==> src/acsc_pkg.sv <==
/*
 * Constants for the converter scan control block: register indexes,
 * control bit positions, reset values and scan encodings.
 * Assumes APB with 32-bit data; byte address is four times the index.
 */
package acsc_pkg;

    // Register indexes (byte address = index * 4)
    localparam logic [7:0] IDX_PIN_PORT  = 8'hc7;
    localparam logic [7:0] IDX_CONTROL   = 8'hd7;
    localparam logic [7:0] IDX_SCAN_SEL  = 8'he7;
    localparam logic [7:0] IDX_HIGH_BITS = 8'hf7;
    // Low-byte result registers sit at 86, 96 ... f6
    localparam logic [3:0] LOW_IDX_NIBBLE = 4'h6;
    localparam int         LOW_IDX_TOP    = 7;
    localparam int         LOW_CHAN_MSB   = 6;
    localparam int         LOW_CHAN_LSB   = 4;

    // Control register bit positions
    localparam int BIT_PRESCALE_HI = 7;
    localparam int BIT_PRESCALE_LO = 6;
    localparam int BIT_RESERVED    = 5;
    localparam int BIT_SCAN_DONE   = 4;
    localparam int BIT_START       = 3;
    localparam int BIT_CONTINUOUS  = 2;
    localparam int BIT_RISE_EN     = 1;
    localparam int BIT_FALL_EN     = 0;

    // Reset values
    localparam logic [7:0] CONTROL_RESET  = 8'h00;
    localparam logic [7:0] SCAN_SEL_RESET = 8'h00;
    localparam logic [1:0] PRESCALE_RESET = 2'h0;

    // Scan limits
    localparam logic [2:0] FIRST_CHANNEL = 3'h0;
    localparam logic [2:0] LAST_CHANNEL  = 3'h7;

    // Prescaler: divisor m = 2 * (code + 1), counted from zero
    localparam logic [2:0] PRESCALE_ZERO = 3'h0;

    // Unused upper bits of the high-bits register read as zero
    localparam logic [5:0] HIGH_PAD = 6'h00;

    typedef enum logic [1:0] {
        ST_IDLE,
        ST_SEEK,
        ST_CONVERT,
        ST_LOOP_END
    } acsc_state_t;

endpackage

==> src/acsc_top.sv <==
/*
 * Scan control for an eight-channel 10-bit converter: scan-select mask,
 * prescaler, start and status handling, one-time and continuous
 * autoscan, completion flag, external edge start with capture pulse,
 * per-channel results and the shared high-bits register.
 * Assumes an APB master on one 10 MHz clock, an analog core that takes
 * a start pulse with a channel number, runs on the prescaler enable and
 * answers with a done pulse and a 10-bit result. All inputs are
 * synchronous to i_clock.
 */
//
// Behaviour
// - High-bits register upper six bits read zero
// - High-bits bits 1:0 show result bits 9:8
// - Empty scan mask never starts a conversion
// - Mask change applies from the next loop
// - Unselected channels are skipped in a loop
// - Control bits 7:6 pick divisor 2/4/6/8
// - Completion flag set when loop finishes
// - Only software clears flag; writing one ignored
// - Interrupt request while flag set and enabled
// - Start bit set by software or edge starts
// - Continuous mode with a non-empty mask keeps start bit, repeats loops
// - One-time mode clears start bit at end
// - Start requests ignored while start bit set
// - Software clearing start bit aborts conversion
// - Control bit 2 picks continuous or single pass
// - Enabled rising edge starts and captures
// - Enabled falling edge starts and captures
// - Pin port reads live pin levels, no reset
// - Pin port reads have no side effect
// - Low-byte read latches that channel high bits
// - Each channel keeps its own low byte
// - Reset clears control, mask; results untouched
// - Power save aborts, clears start, stops clock
`timescale 1ns/100ps

module acsc_top (
    input  wire logic        i_clock,
    input  wire logic        i_reset_n,
    // APB slave
    input  wire logic        i_psel,
    input  wire logic        i_penable,
    input  wire logic        i_pwrite,
    input  wire logic [11:0] i_paddr,
    input  wire logic [31:0] i_pwdata,
    output logic      [31:0] o_prdata,
    output logic             o_pready,
    output logic             o_pslverr,
    // Pins and system
    input  wire logic [7:0]  i_analog_pins,
    input  wire logic        i_external_start_input,
    input  wire logic        i_power_save,
    input  wire logic        i_int_enable,
    output logic             o_irq,
    output logic             o_capture,
    // Analog core
    output logic             o_conv_start,
    output logic [2:0]       o_conv_channel,
    output logic             o_conv_clk_en,
    output logic             o_conv_abort,
    input  wire logic        i_conv_done,
    input  wire logic [9:0]  i_conv_result
);

    acsc_pkg::acsc_state_t state_ff;

    logic [1:0] prescale_ff;
    logic       scan_done_ff;
    logic       start_ff;
    logic       continuous_ff;
    logic       rise_en_ff;
    logic       fall_en_ff;
    logic [7:0] scan_select_ff;
    logic [7:0] loop_mask_ff;
    logic [2:0] chan_ff;
    logic [2:0] pre_cnt_ff;
    logic [2:0] pre_last;
    logic       ext_prev_ff;
    logic [1:0] high_bits_ff;
    logic [7:0] result_low_ff [8];
    logic [1:0] result_high_ff [8];

    logic [7:0] idx;
    logic       idx_low;
    logic [2:0] idx_chan;
    logic       hit;
    logic       access;
    logic       wr_ctrl;
    logic       wr_scan;
    logic       rd_low;
    logic       rd_setup;
    logic       rise_ev;
    logic       fall_ev;
    logic       sw_start;
    logic       start_req;
    logic       abort;
    logic       loop_end;
    logic       keep_running;
    logic       running;

    // Address decode; bits above the index must be zero
    assign idx      = i_paddr[9:2];
    assign idx_low  = idx[acsc_pkg::LOW_IDX_TOP] &&
                      (idx[3:0] == acsc_pkg::LOW_IDX_NIBBLE);
    assign idx_chan = idx[acsc_pkg::LOW_CHAN_MSB:acsc_pkg::LOW_CHAN_LSB];
    assign hit      = (i_paddr[11:10] == 2'h0) &&
                      (idx_low || idx == acsc_pkg::IDX_PIN_PORT ||
                       idx == acsc_pkg::IDX_CONTROL ||
                       idx == acsc_pkg::IDX_SCAN_SEL ||
                       idx == acsc_pkg::IDX_HIGH_BITS);
    assign access   = i_psel && i_penable;
    assign wr_ctrl  = access && i_pwrite && hit &&
                      idx == acsc_pkg::IDX_CONTROL;
    assign wr_scan  = access && i_pwrite && hit &&
                      idx == acsc_pkg::IDX_SCAN_SEL;
    // Setup-phase read: low byte and high-bits latch share one edge,
    // so a result landing mid-transfer cannot split the pair
    assign rd_setup = i_psel && !i_penable && !i_pwrite;
    assign rd_low   = rd_setup && hit && idx_low;

    // Zero-wait slave; unmapped addresses answer with an error
    // Read-only registers drop writes quietly, with no error
    assign o_pready  = 1'b1;
    assign o_pslverr = access && !hit;

    // Read data captured in the setup cycle, held through access
    // and on until the next read setup
    always_ff @(posedge i_clock) begin
        if (!i_reset_n) begin
            o_prdata <= 32'h0000_0000;
        end else if (rd_setup) begin
            o_prdata <= 32'h0000_0000;
            if (hit) begin
                if (idx_low) begin
                    o_prdata[7:0] <= result_low_ff[idx_chan];
                end else if (idx == acsc_pkg::IDX_PIN_PORT) begin
                    o_prdata[7:0] <= i_analog_pins;
                end else if (idx == acsc_pkg::IDX_CONTROL) begin
                    o_prdata[7:0] <= {prescale_ff, 1'b0, scan_done_ff,
                                      start_ff, continuous_ff,
                                      rise_en_ff, fall_en_ff};
                end else if (idx == acsc_pkg::IDX_SCAN_SEL) begin
                    o_prdata[7:0] <= scan_select_ff;
                end else begin
                    o_prdata[7:0] <= {acsc_pkg::HIGH_PAD, high_bits_ff};
                end
            end
        end
    end

    // External start edge detector; input already synchronous
    // Both enables are clear after reset, so no false edge can start
    always_ff @(posedge i_clock) begin
        if (!i_reset_n) begin
            ext_prev_ff <= 1'b0;
        end else begin
            ext_prev_ff <= i_external_start_input;
        end
    end

    // rising edge gated by its enable
    assign rise_ev = rise_en_ff && i_external_start_input && !ext_prev_ff;
    // falling edge gated by its enable
    assign fall_ev = fall_en_ff && !i_external_start_input && ext_prev_ff;

    // Capture pulse for every enabled edge, busy or not
    // The consumer of the capture decides what a busy edge means
    always_ff @(posedge i_clock) begin
        if (!i_reset_n) begin
            o_capture <= 1'b0;
        end else begin
            o_capture <= rise_ev || fall_ev;
        end
    end

    // Software start: a control write with the start bit set
    assign sw_start = wr_ctrl && i_pwdata[acsc_pkg::BIT_START];
    // Live mask checked, so an empty mask refuses every source
    // no start on empty mask or while busy
    assign start_req = (sw_start || rise_ev || fall_ev) && !start_ff &&
                       (scan_select_ff != 8'h00) && !i_power_save;
    // Abort needs the start bit: a clear write while idle does nothing
    // software clear or power save aborts
    assign abort = start_ff &&
                   (i_power_save ||
                    (wr_ctrl && !i_pwdata[acsc_pkg::BIT_START]));
    assign loop_end     = (state_ff == acsc_pkg::ST_LOOP_END);
    assign keep_running = continuous_ff && (scan_select_ff != 8'h00);
    assign running      = (state_ff != acsc_pkg::ST_IDLE);

    // Control configuration bits
    // Start and flag bits have their own processes below
    always_ff @(posedge i_clock) begin
        if (!i_reset_n) begin
            prescale_ff   <= acsc_pkg::PRESCALE_RESET;
            continuous_ff <= acsc_pkg::CONTROL_RESET[acsc_pkg::BIT_CONTINUOUS];
            rise_en_ff    <= acsc_pkg::CONTROL_RESET[acsc_pkg::BIT_RISE_EN];
            fall_en_ff    <= acsc_pkg::CONTROL_RESET[acsc_pkg::BIT_FALL_EN];
        end else if (wr_ctrl) begin
            prescale_ff   <= i_pwdata[acsc_pkg::BIT_PRESCALE_HI:
                                      acsc_pkg::BIT_PRESCALE_LO];
            continuous_ff <= i_pwdata[acsc_pkg::BIT_CONTINUOUS];
            rise_en_ff    <= i_pwdata[acsc_pkg::BIT_RISE_EN];
            fall_en_ff    <= i_pwdata[acsc_pkg::BIT_FALL_EN];
        end
    end

    // Start and status bit
    always_ff @(posedge i_clock) begin
        if (!i_reset_n) begin
            start_ff <= acsc_pkg::CONTROL_RESET[acsc_pkg::BIT_START];
        end else if (start_req) begin
            start_ff <= 1'b1;
        end else if (abort) begin
            start_ff <= 1'b0;
        end else if (loop_end && !keep_running) begin
            start_ff <= 1'b0;
        end
    end

    // Completion flag: hardware set beats software clear
    // A clear landing in the loop-end cycle loses, so no loop is missed
    always_ff @(posedge i_clock) begin
        if (!i_reset_n) begin
            scan_done_ff <= acsc_pkg::CONTROL_RESET[acsc_pkg::BIT_SCAN_DONE];
        end else if (loop_end) begin
            // set at end of every loop
            scan_done_ff <= 1'b1;
        end else if (wr_ctrl && !i_pwdata[acsc_pkg::BIT_SCAN_DONE]) begin
            scan_done_ff <= 1'b0;
        end
    end

    assign o_irq = scan_done_ff && i_int_enable;

    // Scan-select mask, copied into the loop mask per loop
    // Software may rewrite it mid-loop; the sequencer keeps its copy
    always_ff @(posedge i_clock) begin
        if (!i_reset_n) begin
            scan_select_ff <= acsc_pkg::SCAN_SEL_RESET;
        end else if (wr_scan) begin
            scan_select_ff <= i_pwdata[7:0];
        end
    end

    // Autoscan sequencer
    // One cycle per skipped channel; abort returns to idle from anywhere
    always_ff @(posedge i_clock) begin
        if (!i_reset_n) begin
            state_ff     <= acsc_pkg::ST_IDLE;
            chan_ff      <= acsc_pkg::FIRST_CHANNEL;
            loop_mask_ff <= acsc_pkg::SCAN_SEL_RESET;
            o_conv_start <= 1'b0;
            o_conv_abort <= 1'b0;
        end else begin
            o_conv_start <= 1'b0;
            o_conv_abort <= 1'b0;
            if (abort) begin
                // Abort wins over a done in the same cycle
                state_ff     <= acsc_pkg::ST_IDLE;
                o_conv_abort <= 1'b1;
            end else begin
                case (state_ff)
                    acsc_pkg::ST_IDLE: begin
                        if (start_req) begin
                            // loop uses a snapshot of the mask
                            loop_mask_ff <= scan_select_ff;
                            chan_ff      <= acsc_pkg::FIRST_CHANNEL;
                            state_ff     <= acsc_pkg::ST_SEEK;
                        end
                    end
                    acsc_pkg::ST_SEEK: begin
                        if (loop_mask_ff[chan_ff]) begin
                            o_conv_start <= 1'b1;
                            state_ff     <= acsc_pkg::ST_CONVERT;
                        end else if (chan_ff == acsc_pkg::LAST_CHANNEL) begin
                            state_ff <= acsc_pkg::ST_LOOP_END;
                        end else begin
                            chan_ff <= chan_ff + 3'h1;
                        end
                    end
                    acsc_pkg::ST_CONVERT: begin
                        if (i_conv_done) begin
                            if (chan_ff == acsc_pkg::LAST_CHANNEL) begin
                                state_ff <= acsc_pkg::ST_LOOP_END;
                            end else begin
                                chan_ff  <= chan_ff + 3'h1;
                                state_ff <= acsc_pkg::ST_SEEK;
                            end
                        end
                    end
                    acsc_pkg::ST_LOOP_END: begin
                        if (keep_running) begin
                            // new mask taken at loop start
                            loop_mask_ff <= scan_select_ff;
                            chan_ff      <= acsc_pkg::FIRST_CHANNEL;
                            state_ff     <= acsc_pkg::ST_SEEK;
                        end else begin
                            state_ff <= acsc_pkg::ST_IDLE;
                        end
                    end
                    default: begin
                        state_ff <= acsc_pkg::ST_IDLE;
                    end
                endcase
            end
        end
    end

    // Channel held from seek through done, straight from its flop
    assign o_conv_channel = chan_ff;

    // Divider end count: codes 0 to 3 give 1, 3, 5, 7, so m is 2 to 8
    assign pre_last = {prescale_ff, 1'b1};

    // Prescaler; halted while idle so power save stops the clock
    // Starts from zero on each start from idle, so the first period is full
    always_ff @(posedge i_clock) begin
        if (!i_reset_n) begin
            pre_cnt_ff    <= acsc_pkg::PRESCALE_ZERO;
            o_conv_clk_en <= 1'b0;
        end else if (!running || abort) begin
            pre_cnt_ff    <= acsc_pkg::PRESCALE_ZERO;
            o_conv_clk_en <= 1'b0;
        end else if (pre_cnt_ff >= pre_last) begin
            pre_cnt_ff    <= acsc_pkg::PRESCALE_ZERO;
            o_conv_clk_en <= 1'b1;
        end else begin
            pre_cnt_ff    <= pre_cnt_ff + 3'h1;
            o_conv_clk_en <= 1'b0;
        end
    end

    // Result storage; no reset so results survive chip reset
    always_ff @(posedge i_clock) begin
        if (state_ff == acsc_pkg::ST_CONVERT && i_conv_done && !abort) begin
            result_low_ff[chan_ff]  <= i_conv_result[7:0];
            result_high_ff[chan_ff] <= i_conv_result[9:8];
        end
    end

    // Shared high bits, latched by a low-byte read at its setup edge,
    // the same edge that samples the low byte; no reset, like results
    always_ff @(posedge i_clock) begin
        if (rd_low) begin
            high_bits_ff <= result_high_ff[idx_chan];
        end
    end

endmodule

==> config.mk <==
export PLATFORM = sky130hd
export DESIGN_NAME = acsc_top
export DESIGN_NICKNAME = d
export VERILOG_FILES = /design/src/acsc_pkg.sv /design/src/acsc_top.sv
export SDC_FILE = /design/constraint.sdc
export NUM_CORES = 1
export LEC_CHECK = 0
export BUFFER_PORTS_ARGS = -buffer_cell sky130_fd_sc_hd__buf_2
export CAP_MARGIN = 10
export CORE_MARGIN = 2
export CORE_UTILIZATION = 50
export CTS_CLUSTER_SIZE = 14
export DETAILED_ROUTE_END_ITERATION = 10
export PLACE_DENSITY_LB_ADDON = 0.1
export SLEW_MARGIN = 10
export SYNTH_ARGS = -nofsm -noshare
export SYNTH_HDL_FRONTEND = slang
export SYNTH_SLANG_ARGS = --single-unit
==> constraint.sdc <==
create_clock -name i_clock -period 5.11 [get_ports i_clock]
set_input_delay 0.2555 -clock i_clock [delete_from_list [all_inputs] [get_ports i_clock]]
set_output_delay 0.2555 -clock i_clock [all_outputs]
set_load 0.01 [all_outputs]
==> Flow_metrics.wiki <==
{| class="wikitable"
! Metric !! Value
|-
| Outcome || complete, no violations
|-
| Post_cts resized || 0
|-
| Yosys warns || 0
|-
| Root buffer selected by CTS || sky130_fd_sc_hd__clkbuf_16
|-
| Number of hold violations in the final report || 0
|-
| Achievable clock frequency || between 300 and 400 MHz
|-
| RSZ-0062 raised after global routing || no
|-
| CTS Hold Bufs || 0
|-
| Required time of the critical path || ~5.2 ns
|-
| Relative slew margins || 23.6%
|-
| Post-synth top area share || between 40% and 50%
|-
| Worst Hold Class || primary input to flip-flop
|-
| Detailed Place HPWL || between 8000 and 9000 µm
|-
| Cts bufs inserted || 17
|-
| Number of antenna diodes || 0
|-
| Critical Path Source Type || primary input
|-
| Final Setup Violations || 0
|-
| FFs w/ async S/R, synth || 0%
|-
| Total via count after detailed routing || ~3600
|-
| Core area || approximately 11000 µm²
|-
| Crit path buf inv count || 1
|-
| DRC violations left || 0
|-
| Area used by sequential logic in the layout || about 3300 µm²
|-
| Number of slew-limit violations in the final report || 0
|-
| Worst Max-Slew Pin Slew || 1.14 ns
|-
| Total of fill cells in the finished design || 887
|-
| Remaining number of nets flagged by the antenna check after routing || 0
|-
| CP Class || primary input to flip-flop
|-
| Cell Area, Synth || between 5000 and 6000 µm²
|-
| Largest cells by area after synthesis || sky130_fd_sc_hd__edfxtp_1 44%, sky130_fd_sc_hd__dfxtp_1 16%, sky130_fd_sc_hd__mux4_2 8.0%
|-
| GRT Total Usage || about 22%
|-
| Min setup slack post-route || between 2 and 3 ns
|-
| Top fanout value on the critical path || 34
|-
| EDFF count, synth || just over 80
|-
| Final-layout worst hold slack || 0.0681 ns
|-
| Signal arrival time at the worst endpoint || ~2.6 ns
|-
| PortBufs || between 60 and 70
|-
| Sequential-to-total area share from yosys stat || about three fifths
|-
| Via count of the first global-routing pass || between 3000 and 4000
|-
| Synth unique cells || between 50 and 60
|-
| Die ar. || around 12000 µm²
|-
| Net count reported at finish || around 580
|-
| Instance area after placement || a little under 6000 µm²
|-
| First-pass GRT wire length || about 18000 µm
|-
| Final non-filler cell area || around 6600 µm²
|-
| Clock-pin slew reported for the worst setup and hold paths after clock tree synthesis || roughly 0.060 ns
|-
| Max Clock Skew || roughly 0.0054 ns
|-
| Average footprint of a synthesized cell || approximately 13 µm²
|-
| DP Cell Count || between 600 and 700
|-
| Largest delay share family, worst path || simple AND/OR/NAND/NOR gates
|-
| Starting density of the core || 51.6%
|-
| Post-Synthesis Cells || between 400 and 500
|-
| Count of state elements after synthesis || 126
|-
| Layout area overhead || 16.5%
|-
| Leftover overflow at the end of global routing || 0
|-
| Top library cells by usage in the layout, fill and taps aside || 82 x sky130_fd_sc_hd__edfxtp_1, 61 x sky130_fd_sc_hd__buf_2, 44 x sky130_fd_sc_hd__nand2_1, 44 x sky130_fd_sc_hd__dfxtp_1, 26 x sky130_fd_sc_hd__nor2_1
|-
| Final Non-Filler Cells || approximately 660
|-
| RD Place Congestion || approximately 0.86
|-
| Die H || ~110 µm
|-
| Multi-input gate area || slightly above 2000 µm²
|-
| Maximum number of pins on one net before global-route repair || 36
|-
| I/O pin count || around 110
|-
| Minimum clock period after layout || between 2 and 3 ns
|-
| Number of DRC markers after the initial detailed-route iteration || 269
|-
| Detailed-routing iteration count for the pre-antenna-repair pass || 4
|-
| CTS max path bufs || 2
|-
| FP Rows || 38
|-
| Antenna violations before repair || 0
|-
| Post-Route WL || 12100 µm
|-
| Cells along the critical path || buf_2 > nand4b_1 > o41a_1 > and3_1 > nand2b_1 > nor2_1
|-
| WL/cell || roughly 18 µm
|-
| Max H-tree Level || 4
|-
| Largest stage delay on the critical path || just under 0.9 ns
|-
| Crit share post-route || 50.6%
|-
| Leading cell type in the layout, fill and taps excluded || sky130_fd_sc_hd__edfxtp_1
|-
| CP endpoint kind || flip-flop
|-
| Clock tree from TritonCTS || done
|-
| Worst slack after detailed placement || slightly above 2 ns
|-
| Leak Pwr || between 2 and 2.5 nW
|-
| Fin Setup TNS || 0 ns
|-
| Overall die width || between 100 and 150 µm
|-
| Peak VDD IR || ~0.45 mV
|-
| CP max stage cell || sky130_fd_sc_hd__nor2_1
|-
| Cell taking the most area after synthesis || sky130_fd_sc_hd__edfxtp_1
|-
| Max cap viols || 0
|-
| Post-detailed-route via-to-cell ratio || ~5.5
|-
| Power density relative to cell area || around 370 nW/µm²
|-
| Fraction of final layout cells with drive strength greater than 1 || about a quarter
|-
| Clock latency reported for the late side of the worst-skew pair || roughly 0.43 ns
|-
| Clock Sink Count || around 130
|-
| Count of buffers added by post-CTS timing repair for setup || 0
|-
| Post-synth top flop || sky130_fd_sc_hd__edfxtp_1
|}
[worst register-to-register path, stage by stage, from the launching register on]
cell and delay, ns:
sky130_fd_sc_hd__dfxtp_1 0.35, sky130_fd_sc_hd__or4b_1 0.17, sky130_fd_sc_hd__o41a_1 0.24, sky130_fd_sc_hd__and3_1 0.26, sky130_fd_sc_hd__nand2b_1 0.13, sky130_fd_sc_hd__nor2_1 0.89
[cell usage after synthesis (all sizes together) (2+ instances only)]
cell	instances
nor2	26
edfxtp	82
o22ai	2
nor3b	2
and3	3
a221oi	2
mux4	20
dfxtp	44
nand4b	2
nand2b	9
ha	9
nor2b	3
nand3b	2
o21ai	26
a21o	2
a21oi	16
nor3	9
a211oi	3
nand2	44
a22o	2
mux2i	18
a32oi	3
o211ai	2
buf	33
or4	4
mux2	6
nand3	14
and2	4
clkbuf	9
conb	2
o31ai	4
inv	14
[power by group]
group / leakage [nW] / total, mW / switching, mW / internal (mW)
logic: 1.03 / 0.0949 / 0.0587 / 0.0361
clock network: 0.302 / 1.29 / 0.465 / 0.822
registers: 1.09 / 1.08 / 0.000263 / 1.08
total: 2.42 / 2.47 / 0.524 / 1.94
[stage by stage]
| step | util [%] | power, mW |
|---|---|---|
| 4_1_cts | 60.1 | 2.48 |
| 6_report | 60.1 | 2.47 |
| 3_5_place_dp | 54.3 | 1.20 |
| 5_1_grt | 60.1 | 2.54 |
| 2_1_floorplan | - | 1.18 |
| 3_3_place_gp | 54.3 | 1.20 |
[logic make-up (layout without fill, tap and decap cells)]
| group | after synthesis | in the layout | share of synthesized area [%] |
|---|---|---|---|
| simple gates | 130 | 130 | 11.4 |
| flops | 126 | 126 | 59.2 |
| compound gates | 70 | 70 | 8.42 |
| buf+inv | 57 | 111 | 6.27 |
| mux | 44 | 44 | 12.4 |
| fa+ha+maj | 9 | 9 | 2.00 |
| other cells | 2 | 25 | 0.133 |
| xor+xnor | 1 | 1 | 0.155 |
[routing by layer]
| metal | up-vias | wire [µm] | global-route usage (%) |
|---|---|---|---|
| met1 | 1765 | 5460 | 28.3 |
| met5 | - | 0 | 0 |
| li1 | 1719 | - | - |
| met4 | 0 | 145 | 6.25 |
| met2 | 119 | 5710 | 33.6 |
| met3 | 9 | 794 | 8.17 |
[registers in the layout (all words and copies together), names as in the netlist, 2 cells and up]
signal	count
result_high_ff	16
scan_select_ff	8
high_bits_ff	2
prescale_ff	2
loop_mask_ff	8
pre_cnt_ff	3
o_prdata	8
result_low_ff	64
state_ff	2
o_conv_channel	3
[worst paths after layout]
kind                               start                   end  slack, ns  depth (start not counted)
setup / recovery              i_paddr[7]  result_high_ff[4][0]       2.52                          6
hold / removal    i_external_start_input           ext_prev_ff       0.07                          2
setup reg to reg                start_ff  result_high_ff[4][0]       2.69                          5
hold reg to reg              o_prdata[1]           o_prdata[1]       0.45                          2
[final cells by class]
| type | instances | share of cell area [%] |
|---|---|---|
| clock buffers | 17 | 6.47 |
| flip-flops and latches | 126 | 50.9 |
| repair buffers | 65 | 5.10 |
| inverters | 14 | 0.799 |
| multi-input cells | 279 | 30.9 |
| clock inverters | 15 | 3.18 |
| well taps | 140 | 2.66 |
Power figures use the tool's default switching activity.
